`config.mk`:
```
export PLATFORM = sky130hd
export DESIGN_NAME = tsl_trip_logic
export DESIGN_NICKNAME = d
export VERILOG_FILES = /design/src/design/tsl_pkg.sv /design/src/design/tsl_trip_logic.sv
export SDC_FILE = /design/constraint.sdc
export NUM_CORES = 1
export LEC_CHECK = 0
export BUFFER_PORTS_ARGS = -buffer_cell sky130_fd_sc_hd__buf_2
export CORE_AREA = 4 4 77 114
export DETAILED_ROUTE_END_ITERATION = 16
export DIE_AREA = 0 0 81 118
export GPL_TIMING_DRIVEN = 0
export PLACE_DENSITY = 0.77
export SLEW_MARGIN = 25
export SYNTH_ARGS = -nofsm -noshare
export SYNTH_HDL_FRONTEND = slang
export SYNTH_SLANG_ARGS = --single-unit
```
`constraint.sdc`:
```
create_clock -name hclk -period 2.3 [get_ports hclk]
set_input_delay 0.46 -clock hclk [delete_from_list [all_inputs] [get_ports hclk]]
set_output_delay 0.46 -clock hclk [all_outputs]
set_load 0.05 [all_outputs]
```
`src/design/tsl_pkg.sv`:
```
package tsl_pkg;

  // Clock and processing interval
  localparam int CLK_HZ = 10_000_000;
  localparam int SYS_FREQ_HZ = 60;
  localparam int PASSES_PER_CYCLE = 4;
  localparam int INTERVAL_CYCLES = CLK_HZ / (SYS_FREQ_HZ * PASSES_PER_CYCLE);
  localparam int CNT_W = 16;

  // Register byte offsets
  localparam logic [7:0] ADDR_CTRL = 8'h00;
  localparam logic [7:0] ADDR_TERM_EN = 8'h04;
  localparam logic [7:0] ADDR_CMD = 8'h08;
  localparam logic [7:0] ADDR_STATE = 8'h0C;
  localparam logic [7:0] ADDR_IRQ_STS = 8'h10;
  localparam logic [7:0] ADDR_IRQ_CLR = 8'h14;
  localparam logic [7:0] ADDR_IRQ_EN = 8'h18;

  // Control register layout
  localparam int CTRL_W = 5;
  localparam int CTRL_LATCH = 0;
  localparam int CTRL_MODE_LSB = 1;
  localparam int CTRL_MODE_MSB = 2;
  localparam int CTRL_TQ_PHASE = 3;
  localparam int CTRL_TQ_GROUND = 4;
  localparam logic [CTRL_W-1:0] CTRL_RST = 5'h18;
  localparam int CMD_TGT_RESET = 0;

  // Trip equation product terms
  localparam int T_Z1P = 0;
  localparam int T_Z1G = 1;
  localparam int T_Z2P = 2;
  localparam int T_Z2G = 3;
  localparam int T_RES = 4;
  localparam int T_NEG = 5;
  localparam int T_INST = 6;
  localparam int T_DPH = 7;
  localparam int T_GND = 8;
  localparam int NUM_TERMS = 9;
  localparam logic [NUM_TERMS-1:0] TERM_EN_RST = 9'h1FF;

  // State register layout
  localparam int STS_TRIP = 0;
  localparam int STS_GATED = 1;
  localparam int STS_SEAL = 2;
  localparam int STS_BKR = 3;
  localparam int STS_IND = 4;
  localparam int STS_SH0 = 5;
  localparam int STS_W = 6;

  // Interrupt events
  localparam int IRQ_TRIP = 0;
  localparam int IRQ_SEAL = 1;
  localparam int IRQ_TGT = 2;
  localparam int IRQ_W = 3;

  localparam int SHOT_W = 3;
  localparam logic [SHOT_W-1:0] SHOT_ZERO = 3'h0;

  typedef enum logic [1:0] {
    TSL_MODE_EXPR = 2'h0,
    TSL_MODE_ONE = 2'h1,
    TSL_MODE_ZERO = 2'h2
  } tsl_mode_t;

  typedef struct packed {
    logic zone1_phase_distance_flag;
    logic zone1_ground_distance_flag;
    logic zone2_phase_distance_timed_flag;
    logic zone2_ground_distance_timed_flag;
    logic residual_ground_toc_timeout;
    logic neg_seq_toc_timeout;
    logic phase_inst_overcurrent_flag;
    logic directional_phase_oc_timed;
    logic directional_ground_oc_timed;
    logic phase_oc_torque_control;
    logic ground_oc_torque_control;
    logic target_reset_button;
  } tsl_flags_t;

endpackage

```
`src/design/tsl_trip_logic.sv`:
```
// Added by the designer: the AHB-Lite register port and the register offsets.
`timescale 1ns/10ps
// Function
// - All AND products are formed before the OR combines them.
// - The phase instantaneous term counts only at reclose shot zero.
// - In expression mode the trip bit asserts whenever any enabled OR term is true.
// - The breaker trip contact follows the trip bit directly.
// - A constant-one equation always asserts, a constant-zero never.
// - Torque at constant one leaves only the directional qualifier.
// - Each pass does gated ground, seal-in, trip, then contacts.
// - After reset the gated ground and seal-in variables are zero.
// - Gated ground is the timed directional ground flag AND ground torque AND the latch.
// - The seal-in variable holds itself until target reset asserts.
// - The seal-in set term uses the last trip and lasts one pass.
// - With trip already set, a rising gated ground sets no seal-in.
// - The target reset pushbutton asserts the target reset bit.
// - Equations are evaluated every quarter cycle and hold between.
module tsl_trip_logic #(
  parameter int INTERVAL_CYCLES = tsl_pkg::INTERVAL_CYCLES
) (
  // Clock and reset
  input wire logic hclk,
  input wire logic hresetn,
  // AHB-Lite slave
  input wire logic hsel,
  input wire logic [31:0] haddr,
  input wire logic [1:0] htrans,
  input wire logic hwrite,
  input wire logic [2:0] hsize,
  input wire logic [31:0] hwdata,
  input wire logic hready,
  output logic hreadyout,
  output logic hresp,
  output logic [31:0] hrdata,
  // Protection element pins
  input wire tsl_pkg::tsl_flags_t flags_i,
  input wire logic [tsl_pkg::SHOT_W-1:0] reclose_shot_count,
  // Contacts and interrupt
  output logic breaker_trip_contact,
  output logic ground_trip_indicator_contact,
  output logic irq
);

  typedef struct packed {
    tsl_pkg::tsl_flags_t sync1;
    tsl_pkg::tsl_flags_t sync2;
    logic [tsl_pkg::SHOT_W-1:0] shot1;
    logic [tsl_pkg::SHOT_W-1:0] shot2;
    logic [tsl_pkg::SHOT_W-1:0] shot3;
    logic [tsl_pkg::CNT_W-1:0] cnt;
    logic btn_prev;
    logic tgt_pend;
    logic trip;
    logic gated;
    logic sealin;
    logic bkr;
    logic ind;
    logic [tsl_pkg::CTRL_W-1:0] ctrl;
    logic [tsl_pkg::NUM_TERMS-1:0] term_en;
    logic [tsl_pkg::IRQ_W-1:0] irq_sts;
    logic [tsl_pkg::IRQ_W-1:0] irq_en;
    logic aph_valid;
    logic aph_write;
    logic [7:0] aph_addr;
    logic [31:0] rdata;
  } tsl_state_t;

  tsl_state_t st_q;
  tsl_state_t st_d;

  logic tick;
  logic sh0;
  logic tq_p;
  logic tq_g;
  logic tgt;
  logic gated_v;
  logic seal_set;
  logic sealin_v;
  logic trip_v;
  logic aph;
  logic [tsl_pkg::NUM_TERMS-1:0] prod;
  logic [tsl_pkg::IRQ_W-1:0] events;
  tsl_pkg::tsl_mode_t mode;

  // A counter word may skew through the flops; two zero samples mask it
  function automatic logic shot_zero(input tsl_state_t s);
    return (s.shot2 == tsl_pkg::SHOT_ZERO) &&
           (s.shot3 == tsl_pkg::SHOT_ZERO);
  endfunction

  function automatic logic wr_hit(input tsl_state_t s,
                                  input logic [7:0] a);
    return s.aph_valid && s.aph_write && (s.aph_addr == a);
  endfunction

  function automatic logic [31:0] rd_word(input logic [7:0] a,
                                          input tsl_state_t s);
    logic [31:0] w;
    w = 32'h0;
    case (a)
      tsl_pkg::ADDR_CTRL: w = {27'h0, s.ctrl};
      tsl_pkg::ADDR_TERM_EN: w = {23'h0, s.term_en};
      tsl_pkg::ADDR_STATE:
      begin
        w[tsl_pkg::STS_TRIP] = s.trip;
        w[tsl_pkg::STS_GATED] = s.gated;
        w[tsl_pkg::STS_SEAL] = s.sealin;
        w[tsl_pkg::STS_BKR] = s.bkr;
        w[tsl_pkg::STS_IND] = s.ind;
        w[tsl_pkg::STS_SH0] = shot_zero(s);
      end
      tsl_pkg::ADDR_IRQ_STS: w = {29'h0, s.irq_sts};
      tsl_pkg::ADDR_IRQ_EN: w = {29'h0, s.irq_en};
      default: w = 32'h0;
    endcase
    return w;
  endfunction

  always_comb
  begin
    st_d = st_q;
    // Pin synchronisers; first stage feeds only the second
    st_d.sync1 = flags_i;
    st_d.sync2 = st_q.sync1;
    st_d.shot1 = reclose_shot_count;
    st_d.shot2 = st_q.shot1;
    st_d.shot3 = st_q.shot2;
    st_d.btn_prev = st_q.sync2.target_reset_button;

    // Quarter-cycle pass timer
    tick = (st_q.cnt == tsl_pkg::CNT_W'(INTERVAL_CYCLES - 1));
    st_d.cnt = tick ? '0 : st_q.cnt + tsl_pkg::CNT_W'(1);

    mode = tsl_pkg::tsl_mode_t'(
      st_q.ctrl[tsl_pkg::CTRL_MODE_MSB:tsl_pkg::CTRL_MODE_LSB]);
    sh0 = shot_zero(st_q);
    // Torque control is either constant one or a pin; zero is not encodable
    tq_p = st_q.ctrl[tsl_pkg::CTRL_TQ_PHASE] |
           st_q.sync2.phase_oc_torque_control;
    tq_g = st_q.ctrl[tsl_pkg::CTRL_TQ_GROUND] |
           st_q.sync2.ground_oc_torque_control;
    tgt = st_q.tgt_pend | st_q.sync2.target_reset_button;

    // Pass order: gated ground, seal-in, trip, contacts
    gated_v = st_q.sync2.directional_ground_oc_timed & tq_g &
              st_q.ctrl[tsl_pkg::CTRL_LATCH];
    seal_set = gated_v & ~st_q.trip;
    sealin_v = seal_set | (st_q.sealin & ~tgt);

    // Products first, OR afterwards
    prod = '0;
    prod[tsl_pkg::T_Z1P] = st_q.sync2.zone1_phase_distance_flag;
    prod[tsl_pkg::T_Z1G] = st_q.sync2.zone1_ground_distance_flag;
    prod[tsl_pkg::T_Z2P] = st_q.sync2.zone2_phase_distance_timed_flag;
    prod[tsl_pkg::T_Z2G] = st_q.sync2.zone2_ground_distance_timed_flag;
    prod[tsl_pkg::T_RES] = st_q.sync2.residual_ground_toc_timeout;
    prod[tsl_pkg::T_NEG] = st_q.sync2.neg_seq_toc_timeout;
    prod[tsl_pkg::T_INST] = st_q.sync2.phase_inst_overcurrent_flag &
                            sh0;
    prod[tsl_pkg::T_DPH] = st_q.sync2.directional_phase_oc_timed & tq_p;
    prod[tsl_pkg::T_GND] = gated_v;

    // Unused mode code falls back to the expression so nothing is blank
    case (mode)
      tsl_pkg::TSL_MODE_ONE: trip_v = 1'b1;
      tsl_pkg::TSL_MODE_ZERO: trip_v = 1'b0;
      default: trip_v = |(prod & st_q.term_en);
    endcase

    events = '0;
    if (tick)
    begin
      st_d.gated = gated_v;
      st_d.sealin = sealin_v;
      st_d.trip = trip_v;
      st_d.bkr = trip_v;
      st_d.ind = sealin_v;
      st_d.tgt_pend = 1'b0;
      events[tsl_pkg::IRQ_TRIP] = trip_v & ~st_q.trip;
      events[tsl_pkg::IRQ_SEAL] = sealin_v & ~st_q.sealin;
      events[tsl_pkg::IRQ_TGT] = tgt & st_q.sealin & ~sealin_v;
    end

    // Press edge is held until the next pass consumes it
    if (st_q.sync2.target_reset_button & ~st_q.btn_prev)
    begin
      st_d.tgt_pend = 1'b1;
    end

    // AHB data phase writes
    if (st_q.aph_valid && st_q.aph_write)
    begin
      case (st_q.aph_addr)
        tsl_pkg::ADDR_CTRL: st_d.ctrl = hwdata[tsl_pkg::CTRL_W-1:0];
        tsl_pkg::ADDR_TERM_EN:
          st_d.term_en = hwdata[tsl_pkg::NUM_TERMS-1:0];
        tsl_pkg::ADDR_CMD:
        begin
          if (hwdata[tsl_pkg::CMD_TGT_RESET])
          begin
            st_d.tgt_pend = 1'b1;
          end
        end
        tsl_pkg::ADDR_IRQ_CLR:
          st_d.irq_sts = st_q.irq_sts & ~hwdata[tsl_pkg::IRQ_W-1:0];
        tsl_pkg::ADDR_IRQ_EN: st_d.irq_en = hwdata[tsl_pkg::IRQ_W-1:0];
        default: st_d.irq_en = st_d.irq_en;
      endcase
    end
    // New events win over a clear in the same cycle
    st_d.irq_sts = st_d.irq_sts | events;

    // AHB address phase
    aph = hsel & htrans[1] & hready;
    st_d.aph_valid = aph;
    st_d.aph_write = hwrite;
    st_d.aph_addr = haddr[7:0];
    st_d.rdata = (aph && !hwrite) ? rd_word(haddr[7:0], st_q) : 32'h0;
  end

  always_ff @(posedge hclk or negedge hresetn)
  begin
    if (!hresetn)
    begin
      st_q <= '0;
      st_q.ctrl <= tsl_pkg::CTRL_RST;
      st_q.term_en <= tsl_pkg::TERM_EN_RST;
    end
    else
    begin
      st_q <= st_d;
    end
  end

  assign hreadyout = 1'b1;
  assign hresp = 1'b0;
  assign hrdata = st_q.rdata;
  assign breaker_trip_contact = st_q.bkr;
  assign ground_trip_indicator_contact = st_q.ind;
  assign irq = |(st_q.irq_sts & st_q.irq_en);

  localparam logic [tsl_pkg::NUM_TERMS-1:0] INST_MASK =
    {{(tsl_pkg::NUM_TERMS-1){1'b0}}, 1'b1} << tsl_pkg::T_INST;
endmodule

```
==> impl_summary.txt <==
----------------------------------------------------
[Power]
  Relative contribution of the clock network to total power ... between 40% and 50%
  Switch share ... 23.5%
  Static leakage ... around 2.2 nW
  Portion of total power attributed to sequential cells ... 49.2%
  Worst voltage drop across the vdd grid ... around 0.63 mV
  Switching Power ... 0.817 mW
  Combinational power share ... ~7.5%
  Pwr per Cell Area ... roughly 760 nW/µm²
  Post-route total power ... around 3.5 mW
  Internal portion of total power ... about 2.7 mW

[Floorplanning]
  Overall die area ... approximately 9600 µm²
  Number of standard-cell rows in the floorplan ... 39
  Core Area ... around 7700 µm²
  Height of the chip ... between 100 and 150 µm
  Starting density of the core ... approximately half
  Boundary Pins ... 126
  Overall die width ... roughly 81 µm

[GRT]
  Vias in the first global route ... about 2500
  First-pass GRT wire length ... 11.5 mm
  Maximum number of pins on one net before global-route repair ... 63
  Global-route track usage on met2 ... between 20 and 30%
  Number of antenna violations at the first check in global routing ... 0
  Met1 global-route usage ... between 15 and 20%
  Met3 Resource Use GR ... 3.29%
  Overall track demand over capacity in global routing ... between 10% and 20%
  Total global routing overflow ... 0
  Most used routing layer ... met2

[Route]
  Routed Wire Length ... 6.95 mm
  DRC violation count after routing ... 0
  Violation count after the first detailed-route iteration ... approximately 170
  Number of search-and-repair iterations in the first detailed-routing pass ... 4
  Vias per std cell ... between 4 and 5
  Post-route ant nets ... 0
  Total number of vias ... 2401
  Mean routed wirelength per cell ... about 14 µm

[Synthesis]
  Count of different cell masters after synthesis ... 50
  Syn avg cell area ... about 13 µm²
  Sequential fraction of the synthesis area ... approximately 62%
  Prevailing post-synth register cell ... dfrtp_1
  Number of enable flip-flop cells after synthesis ... 0
  Flip-flop and latch count after synthesis ... slightly above 90
  Proportion of synthesized flip-flops having asynchronous set or reset ... between 90% and 100%
  Cell area after synthesis ... 3800 µm²
  Mapped Cells ... around 300
  Warning count from the yosys run ... 0

[Layout]
  Most frequent cells in the layout ... dfrtp_1, buf_2, buf_4, conb_1, nand2_1
  Area growth, synth to finish ... 21.4%
  Final core occ ... between 50% and 60%
  Final-stage net count ... about 480
  Proportion of layout cells with a drive suffix above 1 ... 35.1%
  N_diodes ... 0
  Leading cell type in the layout, fill and taps excluded ... dfrtp_1

[Placed design]
  DPL Wire Length ... ~5.2 mm
  Final RePlAce weighted congestion ... between 0.8 and 0.9
  Buffers on Ports ... 49

[Critical path]
  Number of cells on the worst reg-to-reg path ... 6
  Peak per-stage delay on the critical path ... between 0.4 and 0.5 ns
  CP Data Arrival Time ... between 1 and 1.5 ns
  Cells along the critical path ... a222oi_1 > inv_1 > buf_2
  Sort of element at the start of the critical path ... flop
  Kind of critical path ... flop to output port
  FF-to-FF Start ... st_q[70]
  Required time of the critical path ... roughly 1.8 ns
  Internal reg-to-reg setup slack ... 0.45 ns
  Cell with the biggest individual delay on the critical path ... a222oi_1
  Kind of capture point of the worst setup path ... output port
  Reg2Reg Capture Point ... ground_trip_indicator_contact
  Largest driver fanout on the critical path ... 3

[Min path]
  Worst min-delay path class ... input port to flop
  Startpoint of the most critical hold path ... reclose_shot_count[1]
  Destination of the worst hold path ... st_d[89]
  Worst hold path stage count ... 1

[Clock network]
  Number of buffers inserted to repair setup after CTS ... 0
  Clock root cell ... clkbuf_16
  Number of buffers added to fix hold violations after cts ... 1
  Number of clock sinks ... a little over 90
  CTS clk-pin slew, worst paths ... approximately 0.060 ns
  CTS tree ... yes
  Maximum buffer depth of the clock tree ... 2
  Clock network latency to the later pin of the worst-skew pair ... between 0.3 and 0.4 ns
  Post_cts resized ... 0
  Number of H-tree branching levels ... 3
  Total CTS buffers ... 9

[Timing]
  Min cycle time layout ... 1.90 ns
  Count of pins over their slew limit ... 0
  Timing-limited maximum frequency ... 527 MHz
  Final setup fails ... 0
  Skew final ... just over 0.01 ns
  Unrepaired setup endpoints after global routing ... false
  Final worst path period share ... about 83%
  Final sum of negative setup slack ... 0 ns
  Worst-case hold slack ... about 0.22 ns
  Final Hold Fails ... 0

[Outcome]
  Status ... completed

[Run]
  Max Cap Violations ... 0

----------------------------------------------------
-- how the worst max path moves through the flow --
stage | cells after the start | slack, ns | from | end
after floorplan | 4 | 0.59 | haddr[0] | hrdata[6]
after global placement | 1 | 0.04 | hresetn | st_d[68]
after detailed placement | 5 | 0.30 | haddr[0] | hrdata[6]
after CTS | 3 | 0.37 | st_q[47] | irq
after global routing | 6 | 0.34 | st_q[70] | ground_trip_indicator_contact
final | 3 | 0.40 | st_q[47] | irq
-- power by group through the flow --
stage / sequential [mW] / clock [mW] / combinational [mW]
finish: 1.71 / 1.51 / 0.262
global route: 1.72 / 1.62 / 0.284
CTS: 1.71 / 1.54 / 0.264
detailed placement: 1.74 / 0 / 0.260
global placement: 1.74 / 0 / 0.249
floorplan: 1.74 / 0 / 0.173
-- cells in the mapped netlist (2+ instances only) --
cell	count	area share, %
mux2i_1	10	2.6
o21a_1	2	0.40
dfstp_2	11	7.6
xor2_1	2	0.46
nor4_1	2	0.33
nand2_1	16	1.6
mux2_2	13	3.9
and2_1	3	0.49
buf_4	34	6.7
nor2_1	15	1.5
nand3_1	10	1.3
xnor2_1	11	2.5
o21ai_0	15	2.0
nor4_2	2	0.66
o211ai_1	2	0.40
nand4bb_1	2	0.59
nor4b_4	2	1.3
nand4_1	7	1.2
nor3_1	5	0.66
conb_1	2	0.20
inv_1	9	0.89
nor2b_1	2	0.33
clkbuf_1	3	0.30
a222oi_1	2	0.53
o22a_1	2	0.46
a21oi_1	3	0.40
dfrtp_1	82	54
and3_2	2	0.40
and4_1	2	0.46
ha_1	3	0.99
and3_1	3	0.49
-- registers in the layout, indices dropped and copies added, names as in the netlist --
signal / count
st_d: 19
prod: 6
hrdata: 9
breaker_trip_contact: 1
st_q: 55
ground_trip_indicator_contact: 1
mode: 2
-- kinds of logic (layout without fill, tap and decap cells) --
logic type      count (synthesis)  count (layout)  share of synthesized area, %
other cells                     2              25                         0.198
mux                            23              23                          6.49
compound gates                 32              32                          5.40
flops                          93              93                          61.6
xor+xnor                       13              13                          3.00
simple gates                   84              84                          14.0
fa+ha+maj                       3               3                         0.988
buf+inv                        48             115                          8.33
-- layout make-up --
class                           instances  area (µm²)
Fill cell                             639        3100
Inverter                                9        33.8
Clock buffer                           11         243
Sequential cell                        93        2340
Clock inverter                          5        67.6
Tap cell                              102         128
Timing Repair Buffer                   51         289
Multi-Input combinational cell        180        1230
Buffer                                 39         283
-- metal layers --
| layer | wire [µm] | share of wire, % | vias up |
|---|---|---|---|
| met4 | 219 | 3.2 | 0 |
| met5 | 0 | 0 | - |
| met3 | 373 | 5.4 | 19 |
| li1 | - | - | 1143 |
| met1 | 2590 | 37 | 1168 |
| met2 | 3770 | 54 | 71 |
-- worst max-delay path: cells and delay by family (launching register included) --
| kind | cells | cell delay [ns] |
|---|---|---|
| AO/OA/AOI/OAI | 1 | 0.42 |
| buffers and inverters | 2 | 0.29 |
| flip-flops | 1 | 0.39 |
-- metrics by stage --
| step | cell area, µm² | setup slack, ns | cells |
|---|---|---|---|
| final | 4610 | 0.401 | 490 |
| after global routing | 4610 | 0.341 | 490 |
| after CTS | 4610 | 0.371 | 490 |
| after detailed placement | 4290 | 0.304 | 473 |
| after global placement | 4260 | 0.0426 | 472 |
| after floorplan | 3880 | 0.588 | 321 |
Power figures use the tool's default switching activity.
